==> src/hw/mac_stats_pkg.sv <==
package mac_stats_pkg;

    // ------------------------------------------------------------
    // Register bus
    // ------------------------------------------------------------
    localparam int          ADDR_W              = 8;
    localparam int          DATA_W              = 32;
    localparam int          NUM_CNT             = 9;
    localparam int          CNT_W               = 16;

    // Counter indices, also their word index from offset zero
    localparam int          CNT_NO_BUF          = 0;
    localparam int          CNT_OVERRUN         = 1;
    localparam int          CNT_SYMBOL          = 2;
    localparam int          CNT_OVER_CLEAN      = 3;
    localparam int          CNT_OVER_BAD        = 4;
    localparam int          CNT_SHORT_CLEAN     = 5;
    localparam int          CNT_HEARTBEAT       = 6;
    localparam int          CNT_LEN_MISMATCH    = 7;
    localparam int          CNT_TX_UNDERRUN     = 8;

    localparam logic [7:0]  OFF_CNT_BASE        = 8'h00;
    localparam logic [7:0]  OFF_NET_CFG         = 8'h24;
    localparam logic [7:0]  OFF_IRQ_STATUS      = 8'h28;
    localparam logic [7:0]  OFF_IRQ_MASK        = 8'h2C;
    localparam logic [1:0]  WORD_LSB_ZERO       = 2'h0;

    // Network configuration fields
    localparam int          CFG_SPEED100_BIT    = 0;
    localparam int          CFG_FULL_DUPLEX_BIT = 1;
    localparam int          CFG_BIG_FRAMES_BIT  = 8;
    localparam int          CFG_LEN_CHECK_BIT   = 16;
    localparam logic [31:0] NET_CFG_RESET       = 32'h0000_0000;
    localparam logic [31:0] NET_CFG_MASK        = 32'h0001_0103;
    localparam logic [15:0] CNT_RESET           = 16'h0000;
    localparam logic [15:0] CNT_MASK_WIDE       = 16'hFFFF;
    localparam logic [15:0] CNT_MASK_NARROW     = 16'h00FF;
    localparam logic [8:0]  IRQ_RESET           = 9'h000;

    // ------------------------------------------------------------
    // Frame lengths in bytes
    // ------------------------------------------------------------
    localparam logic [15:0] MIN_FRAME_LEN       = 16'h0040;
    localparam logic [15:0] MAX_FRAME_LEN       = 16'h05EE;
    localparam logic [15:0] MAX_BIG_FRAME_LEN   = 16'h0600;
    localparam logic [15:0] TYPE_ID_MIN         = 16'h0600;
    localparam logic [15:0] FRAME_OVERHEAD      = 16'h0012;

    // ------------------------------------------------------------
    // Heartbeat window timing
    // ------------------------------------------------------------
    localparam int          CLK_PERIOD_NS       = 50;
    localparam int          SQE_WINDOW_BITS     = 96;
    localparam int          BIT_NS_10M          = 100;
    localparam int          BIT_NS_100M         = 10;
    localparam int          SQE_WIN_W           = 8;
    localparam logic [7:0]  SQE_CYC_10M  = 8'((SQE_WINDOW_BITS * BIT_NS_10M) / CLK_PERIOD_NS);
    localparam logic [7:0]  SQE_CYC_100M = 8'((SQE_WINDOW_BITS * BIT_NS_100M) / CLK_PERIOD_NS);

    // ------------------------------------------------------------
    // Carriers
    // ------------------------------------------------------------
    typedef struct packed {
        logic        valid;
        logic [15:0] len;
        logic [15:0] lenField;
        logic        addrMatch;
        logic        noBuffer;
        logic        dmaOverrun;
        logic        crcErr;
        logic        alignErr;
        logic        symErr;
    } rx_frame_t;

    typedef struct packed {
        logic noBuf;
        logic overrun;
        logic symbol;
        logic overClean;
        logic overBad;
        logic shortClean;
        logic lenMismatch;
        logic fcsErr;
        logic alignErr;
    } rx_events_t;

endpackage : mac_stats_pkg

==> src/hw/rx_frame_classifier.sv <==
`timescale 1ns/100ps
module rx_frame_classifier
    import mac_stats_pkg::*;
(
    input  wire logic       clk,
    input  wire logic       sys_rst,
    input  wire rx_frame_t  frame,
    input  wire logic       bigFrames,
    input  wire logic       lenCheck,
    output rx_events_t      events
);

    logic        bad;
    logic        oversize;
    logic        validLen;
    logic [15:0] maxLen;
    logic [16:0] fieldLen;

    // Error and length classes of the finished frame
    assign maxLen   = bigFrames ? MAX_BIG_FRAME_LEN : MAX_FRAME_LEN;
    assign bad      = frame.crcErr | frame.alignErr | frame.symErr;
    assign oversize = frame.len > maxLen;
    assign validLen = (frame.len >= MIN_FRAME_LEN) && !oversize;
    // Field plus overhead is added, so runt frames cannot wrap past the field
    assign fieldLen = {1'b0, frame.lenField} + {1'b0, FRAME_OVERHEAD};

    // One registered pulse per class, one cycle after the frame report
    always_ff @(posedge clk or posedge sys_rst) begin
        if (sys_rst) begin
            events <= '0;
        end else begin
            events.noBuf       <= frame.valid & frame.addrMatch & frame.noBuffer;
            events.overrun     <= frame.valid & frame.addrMatch & frame.dmaOverrun;
            events.symbol      <= frame.valid & frame.symErr;
            events.overClean   <= frame.valid & oversize & !bad;
            events.overBad     <= frame.valid & oversize & bad;
            events.shortClean  <= frame.valid & (frame.len < MIN_FRAME_LEN) & !bad;
            events.fcsErr      <= frame.valid & validLen & !frame.alignErr
                                  & (frame.crcErr | frame.symErr);
            events.alignErr    <= frame.valid & validLen & frame.alignErr
                                  & (frame.crcErr | frame.symErr);
            events.lenMismatch <= frame.valid & lenCheck
                                  & (frame.lenField < TYPE_ID_MIN) & !oversize
                                  & ({1'b0, frame.len} < fieldLen);
        end
    end

endmodule : rx_frame_classifier

==> src/hw/heartbeat_checker.sv <==
`timescale 1ns/100ps
module heartbeat_checker
    import mac_stats_pkg::*;
(
    input  wire logic       clk,
    input  wire logic       sys_rst,
    input  wire logic       txEn,
    input  wire logic       colSync,
    input  wire logic       txUnderrun,
    input  wire logic       halfDuplex,
    input  wire logic       speed100,
    output logic            failPulse
);

    typedef enum logic [1:0] {HB_IDLE, HB_TX, HB_WAIT} hb_state_t;

    hb_state_t              state_r;
    logic [SQE_WIN_W-1:0]   winCnt_r;
    logic                   underrunSeen_r;
    logic                   txEnDly_r;

    // Transmit enable history for the rising edge
    always_ff @(posedge clk or posedge sys_rst) begin
        if (sys_rst) txEnDly_r <= 1'b0;
        else         txEnDly_r <= txEn;
    end

    // An underrun frame must not also count a heartbeat failure
    always_ff @(posedge clk or posedge sys_rst) begin
        if (sys_rst) begin
            underrunSeen_r <= 1'b0;
        end else if (txEn && !txEnDly_r) begin
            underrunSeen_r <= txUnderrun;
        end else if (txUnderrun) begin
            underrunSeen_r <= 1'b1;
        end
    end

    // Window of 96 bit times after transmit enable drops
    always_ff @(posedge clk or posedge sys_rst) begin
        if (sys_rst) begin
            state_r   <= HB_IDLE;
            winCnt_r  <= '0;
            failPulse <= 1'b0;
        end else begin
            failPulse <= 1'b0;
            case (state_r)
                HB_IDLE: begin
                    if (txEn) state_r <= HB_TX;
                end
                HB_TX: begin
                    if (!txEn) begin
                        // Full duplex has no heartbeat, so nothing is watched
                        state_r  <= halfDuplex ? HB_WAIT : HB_IDLE;
                        winCnt_r <= speed100 ? SQE_CYC_100M : SQE_CYC_10M;
                    end
                end
                HB_WAIT: begin
                    if (colSync) begin
                        state_r <= txEn ? HB_TX : HB_IDLE;
                    end else if (winCnt_r == SQE_WIN_W'(1)) begin
                        failPulse <= !underrunSeen_r;
                        state_r   <= txEn ? HB_TX : HB_IDLE;
                    end else begin
                        winCnt_r <= winCnt_r - SQE_WIN_W'(1);
                    end
                end
                default: state_r <= HB_IDLE;
            endcase
        end
    end

endmodule : heartbeat_checker

==> src/hw/mac_rx_error_statistics.sv <==
// Function
// - 16-bit count of address-matched frames dropped for lack of receive buffer.
// - 8-bit count of address-matched frames dropped by receive DMA overrun.
// - 8-bit count of frames received with the PHY receive error asserted.
// - Symbol error counts as CRC/alignment in valid length, jabber when longer.
// - Config bit 8 raises the maximum valid length from 1518 to 1536.
// - 8-bit count of oversize frames without CRC, alignment or symbol error.
// - 8-bit count of oversize frames with CRC, alignment or symbol error.
// - 8-bit count of clean frames shorter than 64 bytes.
// - Half duplex: count frames lacking collision within 96 bit times of end.
// - 8-bit count of frames shorter than their length field says.
// - Length field checked only while config bit 16 is set.
// - No mismatch counted for type values from 0x0600 or oversize frames.
// - A transmit underrun frame changes no other counter.
`timescale 1ns/100ps
module mac_rx_error_statistics
    import mac_stats_pkg::*;
(
    input  wire logic               clk,
    input  wire logic               sys_rst,
    input  wire logic [ADDR_W-1:0]  regAddr,
    input  wire logic [DATA_W-1:0]  regWrData,
    input  wire logic               regWr,
    input  wire logic               regRd,
    output logic      [DATA_W-1:0]  regRdData,
    input  wire rx_frame_t          rxFrame,
    input  wire logic               txEn,
    input  wire logic               txUnderrun,
    input  wire logic               phyCol,
    output logic                    fcsErrInc,
    output logic                    alignErrInc,
    output logic                    irq
);

    // ------------------------------------------------------------
    // Helpers
    // ------------------------------------------------------------
    // Only the buffer-shortage counter is wide; the rest are byte counters
    function automatic logic [CNT_W-1:0] cntMask(input int idx);
        cntMask = (idx == CNT_NO_BUF) ? CNT_MASK_WIDE : CNT_MASK_NARROW;
    endfunction : cntMask

    function automatic logic [ADDR_W-1:0] cntOffset(input int idx);
        cntOffset = OFF_CNT_BASE + ADDR_W'(idx * 4);
    endfunction : cntOffset

    // ------------------------------------------------------------
    // State
    // ------------------------------------------------------------
    logic [CNT_W-1:0]   cnt_r [NUM_CNT];
    logic [31:0]        netCfg_r;
    logic [NUM_CNT-1:0] irqStatus_r;
    logic [NUM_CNT-1:0] irqMask_r;
    logic [NUM_CNT-1:0] incVec;
    logic [DATA_W-1:0]  rdMux;
    logic               colMeta_r;
    logic               colSync_r;
    logic               heartbeatFail;
    rx_events_t         rxEvents;

    // ------------------------------------------------------------
    // Collision pin synchroniser
    // ------------------------------------------------------------
    // Collision comes straight from the PHY, so it is asynchronous here
    always_ff @(posedge clk or posedge sys_rst) begin
        if (sys_rst) begin
            colMeta_r <= 1'b0;
            colSync_r <= 1'b0;
        end else begin
            colMeta_r <= phyCol;
            colSync_r <= colMeta_r;
        end
    end

    // ------------------------------------------------------------
    // Classification
    // ------------------------------------------------------------
    rx_frame_classifier u_classifier (
        .clk       (clk),
        .sys_rst   (sys_rst),
        .frame     (rxFrame),
        .bigFrames (netCfg_r[CFG_BIG_FRAMES_BIT]),
        .lenCheck  (netCfg_r[CFG_LEN_CHECK_BIT]),
        .events    (rxEvents)
    );

    heartbeat_checker u_heartbeat (
        .clk        (clk),
        .sys_rst    (sys_rst),
        .txEn       (txEn),
        .colSync    (colSync_r),
        .txUnderrun (txUnderrun),
        .halfDuplex (!netCfg_r[CFG_FULL_DUPLEX_BIT]),
        .speed100   (netCfg_r[CFG_SPEED100_BIT]),
        .failPulse  (heartbeatFail)
    );

    // Counting events, one pulse each
    always_comb begin
        incVec                   = '0;
        incVec[CNT_NO_BUF]       = rxEvents.noBuf;
        incVec[CNT_OVERRUN]      = rxEvents.overrun;
        incVec[CNT_SYMBOL]       = rxEvents.symbol;
        incVec[CNT_OVER_CLEAN]   = rxEvents.overClean;
        incVec[CNT_OVER_BAD]     = rxEvents.overBad;
        incVec[CNT_SHORT_CLEAN]  = rxEvents.shortClean;
        incVec[CNT_HEARTBEAT]    = heartbeatFail;
        incVec[CNT_LEN_MISMATCH] = rxEvents.lenMismatch;
        incVec[CNT_TX_UNDERRUN]  = txUnderrun;
    end

    // Error pulses handed on to the CRC and alignment counters elsewhere
    assign fcsErrInc   = rxEvents.fcsErr;
    assign alignErrInc = rxEvents.alignErr;

    // ------------------------------------------------------------
    // Counters
    // ------------------------------------------------------------
    // A write in the same cycle as an event wins; the event is then lost
    always_ff @(posedge clk or posedge sys_rst) begin
        if (sys_rst) begin
            for (int i = 0; i < NUM_CNT; i++) cnt_r[i] <= CNT_RESET;
        end else begin
            for (int i = 0; i < NUM_CNT; i++) begin
                if (regWr && regAddr == cntOffset(i)) begin
                    cnt_r[i] <= regWrData[CNT_W-1:0] & cntMask(i);
                end else if (incVec[i]) begin
                    cnt_r[i] <= (cnt_r[i] + CNT_W'(1)) & cntMask(i);
                end
            end
        end
    end

    // ------------------------------------------------------------
    // Configuration and interrupt registers
    // ------------------------------------------------------------
    always_ff @(posedge clk or posedge sys_rst) begin
        if (sys_rst) begin
            netCfg_r <= NET_CFG_RESET;
        end else if (regWr && regAddr == OFF_NET_CFG) begin
            netCfg_r <= regWrData & NET_CFG_MASK;
        end
    end

    always_ff @(posedge clk or posedge sys_rst) begin
        if (sys_rst) begin
            irqMask_r <= IRQ_RESET;
        end else if (regWr && regAddr == OFF_IRQ_MASK) begin
            irqMask_r <= regWrData[NUM_CNT-1:0];
        end
    end

    // Write one to clear; a new event in the clearing cycle keeps its bit
    always_ff @(posedge clk or posedge sys_rst) begin
        if (sys_rst) begin
            irqStatus_r <= IRQ_RESET;
        end else if (regWr && regAddr == OFF_IRQ_STATUS) begin
            irqStatus_r <= (irqStatus_r & ~regWrData[NUM_CNT-1:0]) | incVec;
        end else begin
            irqStatus_r <= irqStatus_r | incVec;
        end
    end

    assign irq = |(irqStatus_r & irqMask_r);

    // ------------------------------------------------------------
    // Read path
    // ------------------------------------------------------------
    // Unmapped addresses read zero; writes to them are dropped
    always_comb begin
        rdMux = '0;
        for (int i = 0; i < NUM_CNT; i++) begin
            if (regAddr == cntOffset(i)) rdMux = {16'h0000, cnt_r[i]};
        end
        if (regAddr == OFF_NET_CFG)    rdMux = netCfg_r;
        if (regAddr == OFF_IRQ_STATUS) rdMux = {23'h00_0000, irqStatus_r};
        if (regAddr == OFF_IRQ_MASK)   rdMux = {23'h00_0000, irqMask_r};
    end

    // Data stand only in the cycle after the strobe
    always_ff @(posedge clk or posedge sys_rst) begin
        if (sys_rst)    regRdData <= '0;
        else if (regRd) regRdData <= rdMux;
        else            regRdData <= '0;
    end

endmodule : mac_rx_error_statistics

==> config.mk <==
export PLATFORM = sky130hd
export DESIGN_NAME = mac_rx_error_statistics
export DESIGN_NICKNAME = d
export VERILOG_FILES = /design/src/hw/mac_stats_pkg.sv /design/src/hw/rx_frame_classifier.sv /design/src/hw/heartbeat_checker.sv /design/src/hw/mac_rx_error_statistics.sv
export SDC_FILE = /design/constraint.sdc
export NUM_CORES = 1
export LEC_CHECK = 0
export BUFFER_PORTS_ARGS = -buffer_cell sky130_fd_sc_hd__buf_2
export CAP_MARGIN = 20
export CORE_UTILIZATION = 63
export DETAILED_ROUTE_END_ITERATION = 10
export HOLD_SLACK_MARGIN = 0.12
export PLACE_DENSITY = 0.87
export SYNTH_ARGS = -nofsm -noshare
export SYNTH_HDL_FRONTEND = slang
export SYNTH_SLANG_ARGS = --single-unit
==> constraint.sdc <==
create_clock -name clk -period 9.5 [get_ports clk]
set_input_delay 1.9 -clock clk [delete_from_list [all_inputs] [get_ports clk]]
set_output_delay 1.9 -clock clk [all_outputs]
set_load 0.005 [all_outputs]
# [Word-level counts from Yosys, hierarchy flattened]
# Index checks and enable logic that the tools add are counted.
# Widths: inputs -> output; s select.
[totals] reg_bits=207 output_inout_bits=35 word_cells=175
[classes] addsub=11 magnitude_cmp=5 eq_ne=19 n_mux=50 bitwise_logic=26 reduce_logical=35
[ops] cell="$mux 16" count=27
[ops] cell="$mux 17" count=4
[ops] cell="$add 8x1->8 const B" count=8
[ops] cell="$eq 8x5->1 const B" count=4
[ops] cell="$eq 8x6->1 const B" count=4
[ops] cell="$mux 8" count=4
[ops] cell="$reduce_bool 2->1" count=11
[ops] cell="$and 1x1->1" count=18
[ops] cell="$and 9x9->9" count=2
[ops] cell="$or 9x9->9" count=2
[ops] cell="$add 16x5->17 const B" count=1
[ops] cell="$lt 16x17->1" count=1
[ops] cell="$add 16x1->16 const B" count=1
[ops] cell="$eq 8x4->1 const B" count=2
[ops] cell="$ge 16x7->1 const B" count=1
[ops] cell="$gt 16x16->1" count=1
[ops] cell="$lt 16x11->1 const B" count=1
[ops] cell="$lt 16x7->1 const B" count=1
[ops] cell="$pmux 8 s2" count=1
[ops] cell="$logic_and 1x1->1" count=14
[ops] cell="$mux 10" count=1
[ops] cell="$mux 2" count=5
[ops] cell="$mux 9" count=1
[ops] cell="$not 9->9" count=1
[ops] cell="other kinds (16)" count=30

# [Longest topological paths before layout]
# Gate-level depths: netlist of run 1.
[depth] word_depth=14 mapped_depth=12 ltp_nobuf=12

# [Hierarchy]
# Synthesis of run 1 repeated with hierarchy kept, for this count alone.
[hier_totals] hier_cells=921 area_unflattened_um2=8747.1
[modules_own_cells] module="mac_rx_error_statistics" instances=1 cells_per_inst=720 area_per_inst_um2=6905.4 seq_area_each_um2=3027.9
[modules_own_cells] module="rx_frame_classifier" instances=1 cells_per_inst=129 area_per_inst_um2=1142.3 seq_area_each_um2=225.2
[modules_own_cells] module="heartbeat_checker" instances=1 cells_per_inst=72 area_per_inst_um2=699.4 seq_area_each_um2=325.3

# [Worst setup path after synthesis of run 1]
# No wires, ideal clock.
[synth_path] kind="input to register" from="in rxFrame[7] in the netlist's numbering" to="reg u_classifier.events[2] in the netlist's numbering" setup_time_ns=0.125 t_arrival_ns=3.901 required_time_ns=9.375 setup_slack_ns=5.473 cell_stages=10 path_buffers=1 cell_sequence="and3_1 -> o21a_1 -> and3_1 -> clkbuf_1 -> nand4_1 -> xor2_1 -> ha_1 -> a2111oi_0 -> o221ai_1 -> a2111oi_0"
[synth_between] elab_chain_len=4 elab_cells_between_ends=6 classes_between="add/sub: 1; order compare: 2; bitwise: 3"
[synth_rtl] element="from (decl)" line_no="mac_rx_error_statistics.sv:26" source="input wire rx_frame_t rxFrame,"
[synth_rtl] element="branches (longest 3 deep; another with $add 16x5->17)"
[synth_rtl] element="$and 1x1->1 *" line_no="rx_frame_classifier.sv:44" source="& ({1'b0, frame.len} < fieldLen);"
[synth_rtl] element="to (decl)" line_no="rx_frame_classifier.sv:10" source="output rx_events_t events"
# Mark *: on every way between the ends.
# A chain may end at the register's enable or synchronous reset.

# [Final worst setup path of run 1]
[layout_path] from="in regAddr[3]" to="reg cnt_r[21] in the netlist's numbering"
[layout_between] elab_chain_len=3 elab_cells_between_ends=4 classes_between="eq/ne: 1; mux: 1; reduce/logical: 2"
[layout_rtl] element="from (decl)" line_no="mac_rx_error_statistics.sv:21" source="input wire logic [ADDR_W-1:0] regAddr,"
[layout_rtl] element="$eq 8x5->1 *" line_no="mac_rx_error_statistics.sv:125" source="if (regWr && regAddr == cntOffset(i)) begin"
[layout_rtl] element="$logic_and 1x1->1 *" line_no="mac_rx_error_statistics.sv:125"
[layout_rtl] element="$mux 16 or $reduce_bool 2->1 (tied branches)"
[layout_rtl] element="to (signal, indexed assignment)" line_no="mac_rx_error_statistics.sv:126" source="cnt_r[i] <= regWrData[CNT_W-1:0] & cntMask(i);"
[layout_rtl] element="to (signal, indexed assignment)" line_no="mac_rx_error_statistics.sv:128" source="cnt_r[i] <= (cnt_r[i] + CNT_W'(1)) & cntMask(i);"
[layout_rtl] element="to (decl)" line_no="mac_rx_error_statistics.sv:50" source="logic [CNT_W-1:0] cnt_r [NUM_CNT];"
# Every way passes the cells marked *; elsewhere a longest branch is shown, timed or not.

==> results of run 1 <==
final timing paths:
path,startpoint,to,cells after the start
max,regAddr[3],cnt_r[21],7
min,colMeta_r,colSync_r,0
max reg2reg,u_heartbeat.winCnt_r[5],u_heartbeat.winCnt_r[6],5
min reg2reg,colMeta_r,colSync_r,0
max in group asynchronous,sys_rst,cnt_r[54],4
min in group asynchronous,sys_rst,cnt_r[37],2
cell usage after synthesis, types with 4 or more instances:
library cell	count
a21o_1	14
a21oi_1	60
a22oi_1	4
a31oi_1	9
and2_1	9
and3_1	12
buf_2	7
buf_4	15
clkbuf_1	45
dfrtp_1	143
ha_1	35
inv_1	15
mux2_2	13
mux2i_1	27
nand2_1	119
nand2b_1	5
nand3_1	27
nand4_1	28
nor2_1	74
nor2b_1	8
nor3_1	10
nor4_1	9
o211ai_1	6
o21ai_0	79
o221ai_1	4
o22ai_1	8
or3_1	9
xnor2_1	31
xor2_1	55
area by class of cell:
class                      instances  area, µm²  area share, %
multi-input combinational        725       4600           47.7
sequential                       143       3580           37.1
timing repair buffer              96        515           5.35
clock buffer                      18        439           4.55
clock inverter                    14        228           2.36
tap                              176        220           2.28
inverter                          15       61.3          0.636
cell usage in the layout (no fill, tap or decap), drive strengths merged, types with 10 or more instances in the layout:
master and n:
a21o 14, a21oi 60, and2 10, and3 12
buf 96, clkbuf 18, conb 15, dfrtp 143
ha 35, inv 19, mux2 13, mux2i 27
nand2 119, nand3 27, nand4 28, nor2 74
nor3 14, o21ai 80, xnor2 31, xor2 55
worst max-delay path, cell delays in order:
cell and delay (ps):
buf_2 80, buf_4 500, nand2_1 210, nor4_1 710
nand3_1 620, nor2_1 250, a21oi_1 70
metal layers:
metal	wire (µm)	part of all wire, %
met5	0	0
met4	806	3.6
met3	1940	8.6
met2	10700	47
met1	9180	41
state kept, by name (all words and copies together), names as in the netlist:
signal                      cells
u_heartbeat.txEnDly_r           1
u_heartbeat.failPulse           1
netCfg_r                        4
u_heartbeat.underrunSeen_r      1
irqMask_r                       9
colSync_r                       1
cnt_r                          80
irqStatus_r                     9
u_classifier.events             9
u_heartbeat.winCnt_r            8
u_heartbeat.state_r             2
colMeta_r                       1
regRdData                      17
cell families after synthesis:
kind of cell    share of synthesized area, %
mux                                     5.42
simple gates                            18.6
flops                                   42.0
buf+inv                                 4.55
compound gates                          15.3
other cells                           0.0440
xor+xnor                                8.85
fa+ha+maj                               5.14
through the flow:
stage	setup WS (ps)	hold slack, ps
finish	5430	348
floorplan	3760	331
detailed placement	5080	335
global placement	5160	335
global route	5120	359
CTS	5530	349
where the power goes:
| group | switching [µW] | internal [µW] | total, µW |
|---|---|---|---|
| Clock | 272 | 477 | 749 |
| Combinational | 235 | 209 | 444 |
| Sequential | 181 | 747 | 929 |
| Total | 688 | 1430 | 2120 |
==> impl_metrics.csv, run 1 <==
group,metric,value,unit
floorplan,fp.dieW,118,µm
final_layout,finish.utilization,73.1,%
grt,antenna_found_initial,0,
grt,met2_usage,53.9,%
cts,cts_sinks,143,
logic_synthesis,syn_area_per_cell,9.08,µm²
run,drv_cap,0,
placed_design,place_congestion,0.997,
setup_path,cp-start-kind,"input port",
power_and_ir_drop,finalPower,2120,µW
outcome,outcome,"complete, no violations",
floorplan,rows,42,
final_layout,syn_to_final_growth,13.3,%
logic_synthesis,synth_area_leader_cell,"dfrtp_1",
cts,hold_buffers,0,
logic_synthesis,synth_top_flop_cell,"dfrtp_1",
placed_design,placed_area,0.00895,mm²
final_layout,drive_above_1_share,15.2,%
logic_synthesis,ys_types,62,
grt,use_met3,7.48,%
sta,setup_viol,0,
setup_path,end_kind,"register",
cts,root_buffer,"clkbuf_16",
floorplan,die-area,0.0140,mm²
sta,worst_pin_slew,1010,ps
cts,clk_pin_slew_worst_paths,60,ps
grt,grt_pass1_vias,7151,
floorplan,start_util,64.6,%
cts,cts_resized,0,
grt,top_usage_layer,"met2",
setup_path,critPathKind,"in2reg",
logic_synthesis,ys_seq_elements,143,
cts,ctsHtreeMaxLevel,4,
grt,grt_first_pass_wirelength,36500,µm
logic_synthesis,yosys_warnings,0,
setup_path,worstPathMaxFanout,44,
logic_synthesis,synth_top_area_share,42.0,%
placed_design,placedCellCount,1154,
final_layout,final_area,0.00964,mm²
setup_path,worstPathArrival,4350,ps
logic_synthesis,ys_top_cells_by_area,"dfrtp_1 (42%), xor2_1 (5.7%), nand2_1 (5.2%), ha_1 (5.1%), o21ai_0 (4.6%)",
final_layout,nets,1119,
floorplan,fp.dieH,118,µm
grt,grt-ovfl-total,0,
placed_design,io_buffers,90,
cts,clockBufferDepth,2,
power_and_ir_drop,peakVddDrop,140,µV
route,num_vias,7458,
logic_synthesis,synth_area,0.00852,mm²
sta,post-route-period-util,42.9,%
logic_synthesis,synthCells,938,
route,drc,0,
grt,grtUsageMet1,43.3,%
placed_design,dp.final_hpwl,15600,µm
route,totalWireLength,22600,µm
route,wl_per_cell,19.1,µm
sta,fmax,246,MHz
sta,rsz0062_at_grt,"no",
grt,grt_max_degree,86,
logic_synthesis,synth_edf_count,0,
power_and_ir_drop,p_per_area,220,mW/mm²
sta,finalHoldViolCount,0,
floorplan,boundaryPins,121,
final_layout,fillers,950,
floorplan,core-area,0.0132,mm²
worst_hold_path,hold_path_class,"reg2reg",
final_layout,num_antenna_cells,0,
sta,max_slew_margin,32.0,%
sta,fin_skew,6.55,ps
cts,cts_setup_buffers,0,
cts,clk_latency,430,ps
setup_path,reg2reg_slack,6750,ps
sta,fin_crit,4070,ps
route,viasPerCell,6.28,
sta,final.setup.tns,0,ps
route,first_iter_violations,792,
power_and_ir_drop,p_leak,0.00408,µW
sta,maxSlewViolCount,0,
route,ant_nets,0,
grt,grt.total_usage,33.7,%
logic_synthesis,ys_async_sr_fraction,100,%
route,dr.pass1.iters,8,
setup_path,required,9780,ps
logic_synthesis,yosysSeqAreaShare,42.0,%
final_layout,finalNonFillerCells,1187,
cts,cts_buffers,17,
cts,cts_tree,"yes",
No activity file was read; power rests on OpenSTA's default activity.
==> run 2: changes to the inputs <==
CORE_UTILIZATION = 53   (was 63)
PLACE_DENSITY = 0.78   (was 0.87)
clock period = 3.3 ns   (was 9.5 ns; I/O delays follow)
==> impl_metrics.csv, run 2 (synthesis results as in run 1) <==
group,metric,value,unit
floorplan,core-area,0.0154,mm²
floorplan,boundaryPins,121,
sta,rsz0062_at_grt,"no",
grt,grt_pass1_vias,6914,
grt,grt.total_usage,28.1,%
sta,finalHoldViolCount,0,
power_and_ir_drop,p_per_area,602,mW/mm²
setup_path,worstPathMaxFanout,4,
cts,clk_latency,430,ps
route,wl_per_cell,17.7,µm
worst_hold_path,hold_path_class,"in2reg",
power_and_ir_drop,p_leak,0.00412,µW
setup_path,end_kind,"register",
sta,fin_crit,2710,ps
cts,cts_buffers,17,
placed_design,io_buffers,90,
sta,setup_viol,0,
setup_path,cp-start-kind,"input port",
cts,clk_pin_slew_worst_paths,60,ps
setup_path,required,3590,ps
route,totalWireLength,21900,µm
sta,fmax,369,MHz
cts,cts_setup_buffers,0,
sta,fin_ws,591,ps
cts,root_buffer,"clkbuf_16",
final_layout,biggestRegsByFlops,"cnt_r x80, regRdData x17",
sta,max_slew_margin,55.0,%
grt,antenna_found_initial,0,
setup_path,worstPathArrival,3000,ps
final_layout,syn_to_final_growth,14.5,%
setup_path,critPathKind,"in2reg",
placed_design,placedCellCount,1205,
final_layout,final_cell_mix,"dfrtp_1 (143), nand2_1 (119), buf_2 (90)",
final_layout,finalNonFillerCells,1238,
route,ant_nets,0,
route,viasPerCell,5.91,
cts,ctsHtreeMaxLevel,4,
sta,final.setup.tns,0,ps
route,dr.pass1.iters,5,
final_layout,drive_above_1_share,16.3,%
final_layout,nets,1135,
route,first_iter_violations,598,
cts,cts_tree,"yes",
final_layout,final_common_cell,"dfrtp_1",
placed_design,dp.final_hpwl,15500,µm
placed_design,placed_area,0.00914,mm²
cts,clockBufferDepth,2,
run,drv_cap,0,
final_layout,num_antenna_cells,0,
outcome,outcome,"complete, no violations",
grt,grt_max_degree,81,
final_layout,final_area,0.00975,mm²
setup_path,reg2reg_slack,890,ps
cts,cts_sinks,143,
final_layout,largest_register,"cnt_r",
sta,worst_pin_slew,669,ps
floorplan,fp.dieW,129,µm
power_and_ir_drop,peakVddDrop,347,µV
sta,fin_skew,8.10,ps
route,drc,0,
placed_design,place_congestion,0.949,
sta,post-route-period-util,82.1,%
floorplan,rows,45,
floorplan,fp.dieH,129,µm
grt,grt_first_pass_wirelength,35400,µm
placed_design,dpl_worst_slack,164,ps
route,num_vias,7312,
final_layout,largest_register_ffs,80,
floorplan,die-area,0.0166,mm²
grt,grt-ovfl-total,0,
final_layout,fillers,1300,
sta,maxSlewViolCount,0,
floorplan,start_util,55.2,%
==> run 2: final timing paths <==
| path | from | endpoint | depth (start not counted) |
|---|---|---|---|
| max reg2reg | netCfg_r[8] | u_classifier.events[4] | 7 |
| max in group asynchronous | sys_rst | u_classifier.events[0] | 4 |
| min reg2reg | colMeta_r | colSync_r | 0 |
| min | phyCol | colMeta_r | 1 |
| max | rxFrame[7] | u_classifier.events[2] | 11 |
| min in group asynchronous | sys_rst | cnt_r[114] | 3 |
==> run 2: what timing repair did <==
item                      CTS  global route
hold buffers                1             0
hold endpoints to repair    3             0
gates resized for setup     0             0
==> run 2: layout make-up <==
type	instances	area [µm²]	share of cell area, %
multi-input cells	725	4600	47.2
flip-flops and latches	143	3580	36.7
repair buffers	112	643	6.59
clock buffers	20	447	4.58
well taps	211	264	2.71
clock inverters	12	159	1.63
inverters	15	60.1	0.616
==> run 2: metrics by stage <==
step | power, µW | util, % | hold WS (ps)
2_1_floorplan | 3490 | - | 331
3_3_place_gp | 3840 | 59.2 | 335
3_5_place_dp | 3900 | 59.2 | 338
4_1_cts | 5900 | 63.2 | 313
5_1_grt | 6200 | 63.2 | 319
6_report | 5880 | 63.2 | 332
==> run 2: report_power, final <==
| part | internal (µW) | total, µW | switching, µW |
|---|---|---|---|
| registers | 2150 | 2650 | 503 |
| clock network | 1210 | 1970 | 761 |
| logic | 614 | 1250 | 632 |
| total | 3980 | 5880 | 1900 |
==> run 2: routing by layer <==
layer	vias up	part of all wire, %	GRT usage (%)
met5	-	0	0
met4	0	3.6	12.8
met3	59	9.2	6.94
met2	369	45	43.9
met1	3443	42	36.9
li1	3441	-	-
==> run 2: worst max-delay path, stage by stage <==
cell	delay, ps
buf_2	110
ha_1	210
a21oi_1	220
nor2_1	140
xnor2_1	140
ha_1	300
a21o_1	190
a211oi_1	280
o211a_1	210
o221ai_1	110
a2111oi_0	410
